==> config.mk <==
export PLATFORM = sky130hd
export DESIGN_NAME = ref_regulator_ctrl_regs
export DESIGN_NICKNAME = d
export VERILOG_FILES = /design/src/rtl/ref_offset_store.v /design/src/rtl/ref_regulator_ctrl_regs.v
export VERILOG_INCLUDE_DIRS = /design/src /design/src/shared
export SDC_FILE = /design/constraint.sdc
export NUM_CORES = 1
export LEC_CHECK = 0
export BUFFER_PORTS_ARGS = -buffer_cell sky130_fd_sc_hd__buf_2
export CAP_MARGIN = 20
export CORE_AREA = 3 3 82 53
export DETAILED_ROUTE_END_ITERATION = 10
export DIE_AREA = 0 0 85 56
export PLACE_DENSITY = 0.84
export RECOVER_POWER = 100
export SYNTH_ARGS = -nofsm -noshare
export SYNTH_HDL_FRONTEND = slang
export SYNTH_SLANG_ARGS = --single-unit
==> constraint.sdc <==
create_clock -name clk_sys_i -period 3.9 [get_ports clk_sys_i]
set_input_delay 0.39 -clock clk_sys_i [delete_from_list [all_inputs] [get_ports clk_sys_i]]
set_output_delay 0.39 -clock clk_sys_i [all_outputs]
set_load 0.005 [all_outputs]
==> src/shared/ref_regulator_defs.vh <==
// register offsets, field positions and reset values of the reference/regulator bank
//
// Contract
// - offset word bits 9:2 in high byte, bits 1:0 in low byte bits 7:6.
// - offset word is zero-degree ADC reading, internal reference, left-justified.
// - low byte bits 5:0 read zero, writes there ignored.
// - offset registers reset to a per-device production-measured value; here reset loads zero and the value is taken on the first clock after release.
// - override clear: select bit 3 picks pin (0) or supply (1).
// - override bit 4 set routes internal regulator as reference.
// - sensor powered only while enable bit 2 is one.
// - reference control bits 7:5 and 1:0 read zero, writes dropped.
// - stop configuration clear keeps regulator running in STOP.
// - stop configuration set shuts regulator and power network in STOP.
// - bypass bit set places regulator in bypass mode.
// - regulator control at 0xC7, reset zero, stop configuration bit 7.
// - regulator control bit 6 is bypass control.
`ifndef REF_REGULATOR_DEFS_VH
`define REF_REGULATOR_DEFS_VH

`define ADDR_TEMP_OFFSET_LOW 8'h85
`define ADDR_TEMP_OFFSET_HIGH 8'h86
`define ADDR_REGULATOR_CONTROL 8'hC7
`define ADDR_REFERENCE_CONTROL 8'hD1

`define BIT_REGULATOR_REF_OVERRIDE 4
`define BIT_REFERENCE_SELECT 3
`define BIT_SENSOR_ENABLE 2
`define BIT_STOP_CONFIGURATION 7
`define BIT_BYPASS 6
`define BIT_MEM_POWER_CTRL 0

`define REF_CONTROL_WMASK 8'h1C
`define REF_CONTROL_RESET 8'h00
`define REG_CONTROL_RESET 8'h00
`define TEMP_LOW_WMASK 8'hC0

`define REFSRC_PIN 2'h0
`define REFSRC_SUPPLY 2'h1
`define REFSRC_REGULATOR 2'h2

`endif

==> src/rtl/ref_offset_store.v <==
// offset word holder: loads calibration at reset release, then software writable
`timescale 1ns/1ps
module ref_offset_store #(
    parameter WIDTH = 10
) (
    input wire clk_sys_i, // system clock
    input wire reset_n_i, // async reset, active low
    input wire [WIDTH-1:0] cal_word_i, // calibration word from nonvolatile storage
    input wire wr_high_i, // write strobe, high byte
    input wire wr_low_i, // write strobe, low byte
    input wire [7:0] wdata_i, // write data
    output reg [WIDTH-1:0] word_o // stored offset word
);

    reg loaded_ff;

    // async reset takes a constant; the strap-like calibration value is caught on the
    // first clock after release
    always @(posedge clk_sys_i or negedge reset_n_i) begin
        if (!reset_n_i) begin
            loaded_ff <= 1'b0;
            word_o <= {WIDTH{1'b0}};
        end else if (!loaded_ff) begin
            loaded_ff <= 1'b1;
            word_o <= cal_word_i;
        end else begin
            if (wr_high_i) begin
                word_o[WIDTH-1:WIDTH-8] <= wdata_i;
            end
            if (wr_low_i) begin
                word_o[1:0] <= wdata_i[7:6];
            end
        end
    end

endmodule

==> src/rtl/ref_regulator_ctrl_regs.v <==
// analog support register bank: temperature offset, ADC reference, core regulator
//
// Added by the designer: register access over Avalon-MM.
`timescale 1ns/1ps
`include "ref_regulator_defs.vh"
module ref_regulator_ctrl_regs (
    input wire clk_sys_i, // system clock, 40 MHz
    input wire reset_n_i, // async reset, active low
    input wire [7:0] avs_address_i, // Avalon byte address
    input wire avs_read_i, // Avalon read
    input wire avs_write_i, // Avalon write
    input wire [7:0] avs_writedata_i, // Avalon write data
    input wire [9:0] cal_word_i, // production offset word (zero-degree reading)
    input wire stop_mode_i, // core is in STOP mode
    output reg [7:0] avs_readdata_o, // Avalon read data
    output reg avs_waitrequest_o, // Avalon wait request
    output reg [1:0] ref_source_o, // reference mux selector
    output reg sensor_enable_o, // temperature sensor power
    output reg regulator_bypass_o, // regulator in bypass
    output reg regulator_off_o, // regulator and power network shut down
    output reg mem_power_ctrl_o, // memory power controller enable
    output reg [9:0] temp_offset_word_o // offset word, left-justified
);

    ////////////////////////////////////////////////////////////////////////////
    reg [7:0] reference_control_ff;
    reg [7:0] regulator_control_ff;
    reg ack_ff;
    wire [9:0] offset_word;
    wire req;
    wire wr_take;
    wire wr_high;
    wire wr_low;
    reg [7:0] nxt_rdata;
    reg [1:0] nxt_ref_source;

    // one wait cycle per access: waitrequest drops the cycle after the request appears
    assign req = (avs_read_i | avs_write_i) & ~ack_ff;
    assign wr_take = avs_write_i & ack_ff;
    assign wr_high = wr_take & (avs_address_i == `ADDR_TEMP_OFFSET_HIGH);
    assign wr_low = wr_take & (avs_address_i == `ADDR_TEMP_OFFSET_LOW);

    ////////////////////////////////////////////////////////////////////////////
    // offset word; reading at 0 C with internal reference, stored left-justified
    ref_offset_store #(
        .WIDTH(10)
    ) u_offset (
        .clk_sys_i(clk_sys_i),
        .reset_n_i(reset_n_i),
        .cal_word_i(cal_word_i),
        .wr_high_i(wr_high),
        .wr_low_i(wr_low),
        .wdata_i(avs_writedata_i),
        .word_o(offset_word)
    );

    ////////////////////////////////////////////////////////////////////////////
    always @* begin
        case (avs_address_i)
            `ADDR_TEMP_OFFSET_HIGH: nxt_rdata = offset_word[9:2];
            `ADDR_TEMP_OFFSET_LOW: nxt_rdata = {offset_word[1:0], 6'h00};
            `ADDR_REFERENCE_CONTROL: nxt_rdata = reference_control_ff;
            `ADDR_REGULATOR_CONTROL: nxt_rdata = regulator_control_ff;
            default: nxt_rdata = 8'h00;
        endcase
    end

    always @* begin
        if (reference_control_ff[`BIT_REGULATOR_REF_OVERRIDE]) begin
            nxt_ref_source = `REFSRC_REGULATOR;
        end else if (reference_control_ff[`BIT_REFERENCE_SELECT]) begin
            nxt_ref_source = `REFSRC_SUPPLY;
        end else begin
            nxt_ref_source = `REFSRC_PIN;
        end
    end

    ////////////////////////////////////////////////////////////////////////////
    always @(posedge clk_sys_i or negedge reset_n_i) begin
        if (!reset_n_i) begin
            ack_ff <= 1'b0;
            avs_waitrequest_o <= 1'b1;
            avs_readdata_o <= 8'h00;
            reference_control_ff <= `REF_CONTROL_RESET;
            regulator_control_ff <= `REG_CONTROL_RESET;
        end else begin
            ack_ff <= req;
            avs_waitrequest_o <= ~req;
            if (req & avs_read_i) begin
                avs_readdata_o <= nxt_rdata;
            end
            if (wr_take & (avs_address_i == `ADDR_REFERENCE_CONTROL)) begin
                reference_control_ff <= avs_writedata_i & `REF_CONTROL_WMASK;
            end
            // reserved bits 5:1 stay read/write storage as the register defines them
            if (wr_take & (avs_address_i == `ADDR_REGULATOR_CONTROL)) begin
                regulator_control_ff <= avs_writedata_i;
            end
        end
    end

    ////////////////////////////////////////////////////////////////////////////
    // outputs registered; analog controls change one cycle after the register write
    always @(posedge clk_sys_i or negedge reset_n_i) begin
        if (!reset_n_i) begin
            ref_source_o <= `REFSRC_PIN;
            sensor_enable_o <= 1'b0;
            regulator_bypass_o <= 1'b0;
            regulator_off_o <= 1'b0;
            mem_power_ctrl_o <= 1'b0;
            temp_offset_word_o <= 10'h000;
        end else begin
            ref_source_o <= nxt_ref_source;
            sensor_enable_o <= reference_control_ff[`BIT_SENSOR_ENABLE];
            regulator_bypass_o <= regulator_control_ff[`BIT_BYPASS];
            // stop configuration clear keeps the regulator alive so any reset ends STOP
            regulator_off_o <= stop_mode_i &
                regulator_control_ff[`BIT_STOP_CONFIGURATION];
            mem_power_ctrl_o <= regulator_control_ff[`BIT_MEM_POWER_CTRL];
            temp_offset_word_o <= offset_word;
        end
    end

endmodule

==> flow_summary_export.csv <==
group,metric,value,unit
floorplanning,num_io_pins,56,
min_path,min_path_type,"in -> reg",
global_route,grt_pass1_wl,6690,um
global_route,grt_max_degree,49,
clock_tree,clkTransAtPathRegs,0.08,ns
setup_path,crit_chain,"clkbuf_1 > nor4b_1 > nand4_1 > mux2_2",
synthesis,postSynthCellCount,161,
clock_tree,htree_levels,2,
layout,layout_common_cells,"47 x dfrtp_1, 40 x buf_2, 16 x clkbuf_1",
clock_tree,clock_path_buffers,2,
timing,max_slew_margin,0.128,
power_and_ir_drop,power,971,uW
setup_path,endpoint_kind,"flip-flop",
floorplanning,fp.dieH,56,um
layout,layout.nets,249,
layout,antenna_cells,0,
detailed_routing,vias,1418,
floorplanning,start_util,0.543,
synthesis,ys_ff_latch,48,
clock_tree,cts_made_buffers,5,
setup_path,start_kind,"input pin",
timing,hold_viol,0,
power_and_ir_drop,p_per_area,410,nW/um2
detailed_routing,drt-initial-drc-count,73,
clock_tree,postCtsSetupBuffers,0,
floorplanning,fp.dieW,85,um
detailed_routing,drtAntennaViolNets,0,
job,cap_viol_max_count,0,
power_and_ir_drop,leakage,1.11,nW
synthesis,syn_area_per_cell,12.3,um2
synthesis,synthDistinctLibCells,39,
synthesis,yosysSeqAreaShare,0.609,
clock_tree,cts.sinks,48,
timing,drv_slew,0,
setup_path,path_class,"in -> reg",
detailed_routing,wl_per_cell,15.1,um
global_route,grt_overflow,0,
place,dpl_cell_area,2270,um2
timing,max_freq,0.390,GHz
synthesis,yosys_warnings,0,
timing,hold_slack,0.301,ns
clock_tree,root_buffer,"clkbuf_8",
layout,area_growth,20.0,%
setup_path,max_stage_delay,1.08,ns
detailed_routing,drt-vias-per-instance,5.33,
timing,setup_viol,0,
timing,setup_slack,1.34,ns
place,dp_hpwl,2980,um
timing,tns,0,ns
timing,fin_crit,2.56,ns
floorplanning,num_rows,17,
layout,final_common_cell,"dfrtp_1",
detailed_routing,drtPass1Iterations,4,
place,io_buffer_count,55,
detailed_routing,wl,4010,um
setup_path,worst-path-buf-inv,1,
floorplanning,core_area,3640,um2
timing,fin_skew,0.00247,ns
place,place_ws,1.79,ns
timing,rsz0062_at_grt,"no",
floorplanning,dieArea,4760,um2
status,status,"finished clean",
synthesis,syn-cell-area,1980,um2
setup_path,slowest_stage,"nor4b_1",
timing,period_share,0.657,
power_and_ir_drop,vdd_drop_max,303,uV
clock_tree,cts_tree,"built",
synthesis,syn-num-nets,192,
layout,drive_above_1_share,0.292,
setup_path,arrival,2.75,ns
detailed_routing,drc_errors,0,
layout,post-route-cell-area,2370,um2
clock_tree,worstSkewPairLatency,0.30,ns
global_route,grt_use_total,0.180,
place,gp_congestion,0.891,
setup_path,path_max_fanout,10,
setup_path,crit_family,"simple AND/OR/NAND/NOR gates",
global_route,grt_pass1_vias,1409,
setup_path,cp.required,4.09,ns
global_route,antenna_found_initial,0,
timing,tightestPinTransition,1.29,ns
==> cell type report <==
| cell class | count | area (um2) |
|---|---|---|
| Timing Repair Buffer | 57 | 287 |
| Multi-Input combinational cell | 105 | 712 |
| Tap cell | 47 | 58.8 |
| Clock inverter | 2 | 35.0 |
| Clock buffer | 6 | 72.6 |
| Sequential cell | 48 | 1200 |
| Inverter | 1 | 3.75 |
| Fill cell | 304 | 1270 |
==> worst register-to-register path, cell delays in order (launching register included) <==
cell,delay (ns)
dfrtp_1,0.41
and2_1,0.19
and4_1,0.53
mux2i_1,0.26
a21oi_1,0.09
==> state kept, by name, summed over array words and instances, names as in the netlist <==
register              count
sensor_enable_o           1
avs_waitrequest_o         1
u_offset.loaded_ff        1
avs_readdata_o            8
reference_control_ff      3
regulator_bypass_o        1
regulator_control_ff      8
u_offset.word_o          10
regulator_off_o           1
ref_source_o              2
temp_offset_word_o       10
mem_power_ctrl_o          1
ack_ff                    1
==> layer usage <==
layer  global-route usage  share of wire  vias to the layer above
li1                     -              -                      686
met2                0.251           0.44                       44
met3               0.0592          0.078                        8
met4               0.0700          0.015                        0
met5                    0              0                        -
met1                0.258           0.47                      680
==> repair_timing <==
item	in CTS	in global routing
hold buffers	0	1
hold endpoints to repair	0	9
resized for setup	0	0
==> cells in the mapped netlist (all sizes together) <==
cell	instances	area [um2]
a211oi	1	7.51
a21oi	11	55.1
a22o	2	17.5
a22oi	5	37.5
a2bb2oi	2	17.5
a31oi	1	6.26
a32oi	1	8.76
and2	7	46.3
and3	3	20.0
and4	3	27.5
buf	4	25.0
clkbuf	3	11.3
conb	1	3.75
dfrtp	47	1180
dfstp	1	26.3
inv	1	3.75
mux2	11	124
mux2i	10	100
nand2	9	33.8
nand2b	2	12.5
nand3	3	15.0
nand4	2	18.8
nor2	13	48.8
nor2b	2	12.5
nor3b	2	15.0
nor4	1	6.26
nor4b	1	23.8
nor4bb	1	10.0
o2111ai	1	8.76
o21ai	8	40.0
o31ai	1	7.51
xnor2	1	8.76
==> report_power, final <==
| group | internal, mW | switching [mW] |
|---|---|---|
| clock | 0.190 | 0.157 |
| sequential | 0.524 | 0.0178 |
| combinational | 0.0378 | 0.0449 |
==> kinds of logic (layout without fill, tap and decap cells) <==
family | after synthesis | count (layout) | synth area share
simple gates | 49 | 49 | 0.147
flops | 48 | 48 | 0.609
compound gates | 33 | 33 | 0.105
mux | 21 | 21 | 0.113
buf+inv | 8 | 66 | 0.0203
other cells | 1 | 1 | 0.00190
xor+xnor | 1 | 1 | 0.00443
==> path summary, 6_finish.rpt <==
check                                    from                 endpoint  slack (ns)  cells after the start
setup / recovery             avs_address_i[3]  regulator_control_ff[2]        1.34                      4
hold / removal                    stop_mode_i          regulator_off_o        0.30                      2
setup reg to reg                       ack_ff       u_offset.word_o[6]        2.27                      4
hold reg to reg            u_offset.word_o[2]    temp_offset_word_o[2]        0.42                      0
max in group asynchronous           reset_n_i          sensor_enable_o        2.68                      3
min in group asynchronous           reset_n_i    temp_offset_word_o[0]        0.62                      2
==> metrics by stage <==
step,util,std cells
after CTS,0.655,264
after global routing,0.652,266
after floorplan,-,161
final,0.652,266
after detailed placement,0.625,256
after global placement,0.625,256
(Power assumes the default switching activity.)
